[src/core/cdl_pkg.sv]
package cdl_pkg;
  // ****************************************
  // Segment geometry of the structural form
  // ****************************************
  localparam int CDL_TAP_BITS = 5;             // Tap select field width
  localparam int CDL_TAP_MAX = 32;             // Longest tapped shift stage
  localparam int CDL_SEG_MAX = CDL_TAP_MAX + 1; // Stage plus terminating flop
  // ****************************************
  // Implementation styles and defaults
  // ****************************************
  localparam int CDL_STYLE_SHIFT = 0;          // Cascaded shift segments
  localparam int CDL_STYLE_RAM = 1;            // Dual-port memory with counters
  localparam int CDL_RAM_RD_LAT = 1;           // Memory read latency in cycles
  localparam int CDL_RAM_THRESH = 128;         // Length where memory form pays off
  localparam int CDL_DEF_WIDTH = 8;
  localparam int CDL_DEF_LATENCY = 64;
  localparam int CDL_DEF_AW = 8;
endpackage

[src/core/cdl_delay_line.sv]
`timescale 1ns/10ps
// Notes on behaviour
// - Default form is a tapped shift stage of L-1 cycles plus one flop.
// - A segment gives at most 33 cycles: 32 from the stage, one flop.
// - Longer latencies chain several segments whose delays add to L.
// - Tapped stage delay equals five-bit tap select value plus one.
// - Memory form uses dual-port storage with write and read counters.
// - Memory latency is counter difference plus memory read latency.
// - Counters may be LFSR or binary if both follow one sequence.
// - Resettable line forces output to zero until stale data flushed.
// - No programmable initial contents are offered.
// - Each input word appears unchanged exactly L cycles later.
// - With enable low every stage holds its contents.
// - Synchronous reset restores initial state and overrides enable.
// - Latency zero is a plain wire and needs no enable use.
module cdl_delay_line
  import cdl_pkg::*;
#(
  parameter int WIDTH = CDL_DEF_WIDTH,
  parameter int LATENCY = CDL_DEF_LATENCY,
  parameter int STYLE = CDL_STYLE_SHIFT,
  parameter int AW = CDL_DEF_AW
)
(
  input wire logic clk,
  input wire logic reset_n,
  input wire logic rst,
  input wire logic en,
  input wire logic [AW-1:0] delay_sel,
  input wire logic [WIDTH-1:0] din,
  output logic [WIDTH-1:0] dout
);

  // ****************************************
  // Flush tracking shared by both forms
  // ****************************************
  localparam int FLUSH_LEN = (STYLE == CDL_STYLE_RAM) ? (1 << AW) + 1 : LATENCY;
  localparam int FW = $clog2(FLUSH_LEN + 2);
  logic [FW-1:0] fill_r;
  logic [FW-1:0] fill_nxt;
  logic flushed;
  logic flushed_nxt;
  logic [FW-1:0] need;

  // Count enabled cycles since reset; output gated until line is clean
  assign need = (STYLE == CDL_STYLE_RAM) ? FW'(delay_sel) + FW'(CDL_RAM_RD_LAT) : FW'(LATENCY);
  assign flushed = (fill_r >= need);
  assign fill_nxt = (en && !flushed) ? fill_r + FW'(1) : fill_r;

  // Clean after this edge; the output flop loads zero until then
  assign flushed_nxt = (fill_nxt >= need);

  always_ff @(posedge clk or negedge reset_n)
  begin
    if (!reset_n)
      fill_r <= '0;
    else if (rst)
      fill_r <= '0;
    else
      fill_r <= fill_nxt;
  end

  generate
    if (LATENCY == 0 && STYLE == CDL_STYLE_SHIFT)
    begin : g_wire
      // ****************************************
      // Zero latency collapses to a wire
      // ****************************************
      // Enable and synchronous reset are left unread here
      assign dout = din;
    end
    else if (STYLE == CDL_STYLE_SHIFT)
    begin : g_shift
      // ****************************************
      // Cascaded tapped shift segments
      // ****************************************
      localparam int NSEG = (LATENCY + CDL_SEG_MAX - 1) / CDL_SEG_MAX;
      logic [WIDTH-1:0] seg_in [NSEG+1];
      assign seg_in[0] = din;
      for (genvar s = 0; s < NSEG; s++)
      begin : g_seg
        // Last segment takes the remainder, earlier ones a full 33
        localparam int SEG_LAT = (s < NSEG - 1) ? CDL_SEG_MAX :
                                 LATENCY - (NSEG - 1) * CDL_SEG_MAX;
        localparam int STAGE_LEN = SEG_LAT - 1;
        localparam logic [CDL_TAP_BITS-1:0] TAP_SEL = CDL_TAP_BITS'(STAGE_LEN - 1);
        logic [WIDTH-1:0] stage_r [CDL_TAP_MAX];
        logic [WIDTH-1:0] tap_out;
        logic [WIDTH-1:0] term_r;
        // Only the last segment's flop carries the zero gate
        localparam bit IS_LAST = (s == NSEG - 1);
        logic [WIDTH-1:0] term_d;
        // No reset on the stage itself; contents only initialised by flushing
        always_ff @(posedge clk)
        begin
          if (en)
          begin
            stage_r[0] <= seg_in[s];
            for (int i = 1; i < CDL_TAP_MAX; i++)
              stage_r[i] <= stage_r[i-1];
          end
        end
        // Tapped read: delay is tap select plus one
        if (STAGE_LEN > 0)
        begin : g_tap
          assign tap_out = stage_r[TAP_SEL];
        end
        else
        begin : g_notap
          assign tap_out = seg_in[s];
        end
        // Last flop loads zero until stale words have been flushed out
        assign term_d = (IS_LAST && !flushed_nxt) ? '0 : tap_out;
        // Terminating flop of the segment
        always_ff @(posedge clk or negedge reset_n)
        begin
          if (!reset_n)
            term_r <= '0;
          else if (rst)
            term_r <= '0;
          else if (en)
            term_r <= term_d;
        end
        assign seg_in[s+1] = term_r;
      end
      // Output is the last segment's flop, already held at zero until flushed
      assign dout = seg_in[NSEG];

      // ****************************************
      // Checks of the shift form
      // ****************************************
      // Run of back-to-back enabled edges, saturating at the latency
      logic [FW-1:0] run_r;
      logic [FW-1:0] run_nxt;
      assign run_nxt = (run_r == FW'(LATENCY)) ? run_r : run_r + FW'(1);

      always_ff @(posedge clk or negedge reset_n)
      begin
        if (!reset_n)
          run_r <= '0;
        else if (rst || !en)
          run_r <= '0;
        else
          run_r <= run_nxt;
      end

      // Zero output, held contents, reset, exact delay and flush count
      stale_zero_a: assert property (@(posedge clk) disable iff (!reset_n)
        !flushed |-> dout == '0) else $error("Output not zero before flush");
      hold_en_a: assert property (@(posedge clk) disable iff (!reset_n)
        (!en && !rst) |=> $stable(seg_in[NSEG])) else $error("Line moved while disabled");
      reset_clr_a: assert property (@(posedge clk) disable iff (!reset_n)
        rst |=> (fill_r == '0 && dout == '0)) else $error("Reset did not clear");
      exact_lat_a: assert property (@(posedge clk) disable iff (!reset_n || rst)
        (run_r == FW'(LATENCY) && flushed) |-> dout == $past(din, LATENCY))
        else $error("Latency mismatch");
      fill_sat_a: assert property (@(posedge clk) disable iff (!reset_n)
        need >= fill_r) else $error("Flush count ran past the latency");
    end
    else
    begin : g_ram
      // ****************************************
      // Dual-port memory with address counters
      // ****************************************
      logic [WIDTH-1:0] mem [1 << AW];
      logic [AW-1:0] wr_ptr_r;
      logic [AW-1:0] rd_ptr;
      logic [WIDTH-1:0] rd_data_r;
      logic [WIDTH-1:0] rd_word;
      logic [WIDTH-1:0] rd_gated;
      // Read address trails write address by the programmed delay
      assign rd_ptr = wr_ptr_r - delay_sel;
      // Both counters step together in binary order
      always_ff @(posedge clk or negedge reset_n)
      begin
        if (!reset_n)
          wr_ptr_r <= '0;
        else if (rst)
          wr_ptr_r <= '0;
        else if (en)
          wr_ptr_r <= wr_ptr_r + AW'(1);
      end
      // Write port; the storage itself is never reset
      always_ff @(posedge clk)
      begin
        if (en)
          mem[wr_ptr_r] <= din;
      end

      // Read word, forced to zero while stale entries could still come out
      assign rd_word = mem[rd_ptr];
      assign rd_gated = flushed_nxt ? rd_word : '0;

      // Registered read port, the one cycle of memory read latency
      always_ff @(posedge clk or negedge reset_n)
      begin
        if (!reset_n)
          rd_data_r <= '0;
        else if (rst)
          rd_data_r <= '0;
        else if (en)
          rd_data_r <= rd_gated;
      end
      assign dout = rd_data_r;

      // ****************************************
      // Checks of the memory form
      // ****************************************
      // Gating, counter stepping, holding and reset of the memory form
      ram_zero_a: assert property (@(posedge clk) disable iff (!reset_n)
        !flushed |-> dout == '0) else $error("Memory output not gated");
      ram_step_a: assert property (@(posedge clk) disable iff (!reset_n || rst)
        en |=> wr_ptr_r == $past(wr_ptr_r) + AW'(1)) else $error("Counter stalled");
      ram_hold_a: assert property (@(posedge clk) disable iff (!reset_n || rst)
        !en |=> $stable(wr_ptr_r) && $stable(rd_data_r)) else $error("Moved while held");
      ram_rst_a: assert property (@(posedge clk) disable iff (!reset_n)
        rst |=> (wr_ptr_r == '0 && dout == '0)) else $error("Memory reset did not clear");
    end
  endgenerate

endmodule

[config.mk]
export PLATFORM = sky130hd
export DESIGN_NAME = cdl_delay_line
export DESIGN_NICKNAME = d
export VERILOG_FILES = /design/src/core/cdl_pkg.sv /design/src/core/cdl_delay_line.sv
export SDC_FILE = /design/constraint.sdc
export NUM_CORES = 1
export LEC_CHECK = 0
export BUFFER_PORTS_ARGS = -buffer_cell sky130_fd_sc_hd__buf_2
export CAP_MARGIN = 10
export CORE_MARGIN = 2
export CORE_UTILIZATION = 50
export DETAILED_ROUTE_END_ITERATION = 12
export GPL_ROUTABILITY_DRIVEN = 1
export GPL_TIMING_DRIVEN = 0
export MAX_ROUTING_LAYER = met4
export PLACE_DENSITY = 0.71
export REMOVE_ABC_BUFFERS = 1
export SETUP_SLACK_MARGIN = 0.02
export SLEW_MARGIN = 20
export SYNTH_ARGS = -nofsm -noshare
export SYNTH_HDL_FRONTEND = slang
export SYNTH_SLANG_ARGS = --single-unit
[constraint.sdc]
create_clock -name clk -period 1.55 [get_ports clk]
set_input_delay 0.0775 -clock clk [delete_from_list [all_inputs] [get_ports clk]]
set_output_delay 0.0775 -clock clk [all_outputs]
set_load 0.05 [all_outputs]
Word-level counts from Yosys, hierarchy flattened
Memory sizes are Yosys's and may differ from the RTL's.
Cells that the tools add are included.
W data, S select, Z words.
{"block": "totals", "ff_bits": 23, "ramBits": 512, "output_inout_bits": 8, "memories": 2}
{"block": "classes", "add_sub_neg": 1, "order_cmp": 2, "mux": 9, "reduce_logical": 3}
{"memory": "g_shift.g_seg[0].stage_r", "depth": 32, "width": 8, "rd": 32, "rd_ports_with_merged_regs": 0, "wr": 32, "line_no": "cdl_delay_line.sv:87", "text": "logic [WIDTH-1:0] stage_r [CDL_TAP_MAX];"}
{"memory": "g_shift.g_seg[1].stage_r", "depth": 32, "width": 8, "rd": 31, "rd_ports_with_merged_regs": 0, "wr": 32, "line_no": "cdl_delay_line.sv:87"}
{"cell": "$mux W8", "n": 5}
{"cell": "$ge A7 B7 Y1 const B", "n": 2}
{"cell": "$mux W7", "n": 2}
{"cell": "$add A7 B1 Y7 const B", "n": 1}
{"cell": "$mux W1", "n": 2}
{"cell": "$reduce_bool A2 Y1", "n": 1}
{"cell": "$logic_and A1 B1 Y1", "n": 1}
{"cell": "$logic_not A1 Y1", "n": 1}

Depth between registers and ports, before layout
{"block": "logic_depth", "word_depth": 8, "ltp_mapped": 5, "ltp_nobuf": 4}

Worst setup path after synthesis
No wires, ideal clock.
{"block": "synth_timing", "path_kind": "register to register", "from": "reg fill_r[0]", "to": "reg fill_r[6]", "arrival_ns": 1.080, "setup_slack_ns": 0.338, "stages_incl_launch_ff": 6, "synth_period_minus_slack_ns": 1.212, "path_cell_list": "dfrtp_1 -> ha_1 -> and4_1 -> buf_4 -> a21oi_1 -> nor2_1"}
{"block": "synth_via", "elab_chain_len": 5, "word_cells_on_any_way": 6}
{"element": "start, declared", "line_no": "cdl_delay_line.sv:39", "text": "logic [FW-1:0] fill_r;"}
{"element": "start signal, assigned", "line_no": "cdl_delay_line.sv:60", "text": "fill_r <= fill_nxt;"}
{"element": "$ge A7 B7 Y1", "line_no": "cdl_delay_line.sv:47", "text": "assign flushed = (fill_r >= need);"}
{"element": "$logic_not A1 Y1", "line_no": "cdl_delay_line.sv:48", "text": "assign fill_nxt = (en && !flushed) ? fill_r + FW'(1) : fill_r;"}
{"element": "$logic_and A1 B1 Y1", "line_no": "cdl_delay_line.sv:48"}
{"element": "$mux W7 (*)", "line_no": "cdl_delay_line.sv:48"}
{"element": "$mux W7 (*)", "line_no": "cdl_delay_line.sv:57", "text": "else if (rst)"}
Mark *: on every way between the ends. The rest lies on a longest branch, timed or not.
A chain may end at the register's enable or synchronous reset.

Worst setup path in the final report
{"block": "layout_timing", "from": "reg fill_r[1]", "to": "reg g_shift.g_seg[1].term_r[0] (netlist: dout[0])"}
{"block": "layout_via", "elab_chain_len": 8, "word_cells_on_any_way": 9}
{"element": "$ge A7 B7 Y1", "line_no": "cdl_delay_line.sv:47"}
{"element": "$logic_not A1 Y1", "line_no": "cdl_delay_line.sv:48"}
{"element": "$logic_and A1 B1 Y1", "line_no": "cdl_delay_line.sv:48"}
{"element": "$mux W7 (*)", "line_no": "cdl_delay_line.sv:48"}
{"element": "$ge A7 B7 Y1 (*)", "line_no": "cdl_delay_line.sv:51", "text": "assign flushed_nxt = (fill_nxt >= need);"}
{"element": "$mux W8 (*)", "line_no": "cdl_delay_line.sv:113", "text": "assign term_d = (IS_LAST && !flushed_nxt) ? '0 : tap_out;"}
{"element": "$mux W8 (*)", "line_no": "cdl_delay_line.sv:121", "text": "else if (en)"}
{"element": "$mux W8 (*)", "line_no": "cdl_delay_line.sv:119", "text": "else if (rst)"}
{"element": "end signal, assigned", "line_no": "cdl_delay_line.sv:122", "text": "term_r <= term_d;"}
{"element": "end, declared", "line_no": "cdl_delay_line.sv:89", "text": "logic [WIDTH-1:0] term_r;"}
Mark *: on every way between the ends. The rest lies on a longest branch, timed or not. The select of a mux whose other input is x is not followed.

==> impl_metrics.tcl <==
set metrics [dict create \
    yosysWarnings 0 \
    global_route_wire_length_before_repair_um 30500 \
    startpoint_type "register" \
    layer_carrying_the_most_global_route_usage "met1" \
    setup.worst_path.end_class "register" \
    clk_pin_slew_ps 60 \
    cts-htree-levels 2 \
    start_util_pct 50.7 \
    final_number_of_hold_violating_endpoints 47 \
    min_from "en" \
    cts_made_buffers 45 \
    nNetsFinal 698 \
    post_synth_num_cell_types 24 \
    vdd_drop_max_mv 1.25 \
    n_antenna_cell 0 \
    final_antenna_net_count 0 \
    critPathLaunch "fill_r[1]" \
    post-layout-total-power_w 0.0276 \
    dp_hpwl_um 8210 \
    die_width_um 183 \
    netlist_instances 602 \
    finalMaxSlewViolations 0 \
    globalRoute.totalOverflow 0 \
    worst_skew_pair.late_latency_ps 540 \
    leakage_power_of_the_design_nw 6.33 \
    max_cap_violations 0 \
    area_share_of_fa_ha_maj_cells_after_synthesis_pct 0.0781 \
    cts_root_buf "clkbuf_16" \
    tightest_slew_ps 605 \
    area_growth_pct 14.5 \
    nFillCells 2168 \
    timing.critical_path.required_ps 1980 \
    place_worst_setup_slack_ps -912 \
    synthXorXnorAreaFrac_pct 0.109 \
    slew_headroom_pct 59.7 \
    drtPass1Iterations 4 \
    post-route-worst-setup-slack_ps 128 \
    whs_ps -75.7 \
    placement_rows 65 \
    largest_net_degree_at_the_start_of_global_routing 118 \
    yosys.area.top_type_share_pct 93.0 \
    setup.worst_path.end "dout[0]" \
    rr_endpoint "dout[0]" \
    rr_worst_depth 4 \
    routed_wire_length_per_instance_um 16.9 \
    regToRegSetupSlack_ps 130 \
    ys_seq_area_share_pct 96.6 \
    synthMuxAreaShare_pct 0.797 \
    post-cts-setup-buffer-count 0 \
    drt-total-wl_um 18800 \
    tritoncts "done" \
    rr_startpoint "fill_r[1]" \
    finished_core_util_pct 58.1 \
    synthFlopType "edfxtp_1" \
    max_freq_mhz 703 \
    placeableCoreArea_um2 31600 \
    floorplan.die.height_um 183 \
    synth_common_cells "edfxtp_1, dfrtp_1, nor2_1" \
    timing.setup.critical_path_class "register to register" \
    status "complete, but fails checks" \
    asr_flop_ratio_synth_pct 4.43 \
    grtUsageTotal_pct 11.9 \
    met3_usage_pct 2.80 \
    use_met2_pct 16.3 \
    post_synth_instance_area_um2 16000 \
    area.sequential_um2 15500 \
    remaining_drc_errors 0 \
    die_area_um2 33500 \
    synth_top_family_by_area "simple AND/OR/NAND/NOR gates" \
    critical_path.max_fanout 9 \
    cts_max_path_buffers 3 \
    worst_hold_path_type "primary input to register" \
    unrepaired_setup_endpoints_after_global_routing "false" \
    yosys_register_bits 519 \
    first_global_vias 5567 \
    share_of_synthesized_cell_area_in_and_or_nand_and_nor_gates_pct 1.46 \
    multiInputGateArea_um2 488 \
    synthTopCellsByArea "edfxtp_1, dfrtp_1, mux2i_1" \
    failed_checks "hold timing" \
    synth.avg_cell_area_um2 26.6 \
    synth_compound_area_share_pct 0.594 \
    layout-drive-gt1-share_pct 12.9 \
    power-per-cell-area_nw_per_um2 1510 \
    port_buffers 19 \
    cts-hold-fix-buffers 10 \
    globalplace.congestion 0.749 \
    setup_viol 0 \
    synth_enable_flop_cells 496 \
    tritoncts_num_sinks 519 \
    timing.critical_path.arrival_ps 1850 \
    synthMostInstantiatedCell "edfxtp_1" \
    via_per_inst 5.01 \
    grt_antenna_before_repair 0 \
    post-route-min-period_ps 1420 \
    grt_met1_usage_pct 17.4 \
    drt_iter0_drc 494 \
    route.vias.total 5583 \
    fin_crit_sh_pct 91.8 \
    finalClockSkew_ps 11.2 \
    io_pins 28 \
    synth_area_leader_cell "edfxtp_1" \
]
metrics by stage:
stage	TNS, ps	cells	cell area, um2	hold slack, ps
final	0	1115	18300	-75.7
after global routing	0	1115	18300	-89.6
after CTS	0	1115	18300	-51.2
after detailed placement	-117260	1019	16700	121
after global placement	-3226960	1014	16600	89.5
after floorplan	0	593	16000	-218
routing by layer:
metal / vias to the layer above / share of wire [%] / wire length, um
li1: 2566 / - / -
met1: 2845 / 48 / 9050
met2: 125 / 45 / 8420
met3: 47 / 4.5 / 854
met4: 0 / 2.8 / 521
met5: - / 0 / 0
power by group:
group,switching [W],total [W],leakage [nW],internal [W]
logic,0.000306,0.000427,0.454,0.000121
registers,0.000224,0.0165,5.18,0.0162
clock network,0.00457,0.0107,0.704,0.00615
how the worst min path moves through the flow:
stage	endpoint	depth (start not counted)	slack, ps
final	g_shift.g_seg[0].stage_r[0][59]	1	-80
after global routing	g_shift.g_seg[0].stage_r[0][75]	1	-90
after CTS	g_shift.g_seg[0].stage_r[0][75]	1	-50
after detailed placement	dout[6]	1	120
after global placement	dout[6]	1	90
after floorplan	dout[0]	0	-220
cell usage in the layout (no fill, tap or decap), drive strengths merged, types with 3 or more instances in the layout:
cell type    netlist  final
clkinv             0     18
dlygate4sd3        0     10
bufinv             0      3
buf                5     24
a31oi              8      8
mux2               3      3
nor2              15     15
nand4              9      9
and2b              5      5
clkbuf             4     61
mux2i              9      9
bufbuf             0      3
a21oi              9      9
nor2b              7      7
dfrtp             23     23
edfxtp           496    496
state kept, by name (all words and copies together), names as in the netlist:
register               cells
g_shift.g_seg.term_r       8
g_shift.g_seg.stage_r    496
fill_r                     7
dout                       8
worst max-delay path, stage by stage, from the launching register on:
cell     delay [ps]
dfrtp_1         400
ha_1            220
and4_2          360
nand4_1         120
a21oi_1         220
what timing repair did:
item	in CTS	in global routing
hold endpoints to repair	79	47
setup endpoints to repair	118	3
gates cloned	3	0
resized for setup	0	2
cells by family (layout without fill, tap and decap cells):
family | after synthesis | after routing
flip-flops | 519 | 519
AND/OR/NAND/NOR | 42 | 42
AO/OA/AOI/OAI | 17 | 17
multiplexers | 12 | 12
buffers and inverters | 9 | 120
XOR/XNOR | 2 | 2
adder cells (fa/ha/maj) | 1 | 1
final cells by class:
cell class	count	share of cell area (%)
multi-input cells	74	2.66
flip-flops and latches	519	84.4
well taps	402	2.74
clock inverters	22	0.969
clock buffers	61	6.81
repair buffers	37	2.43
Power figures use the tool's default switching activity.
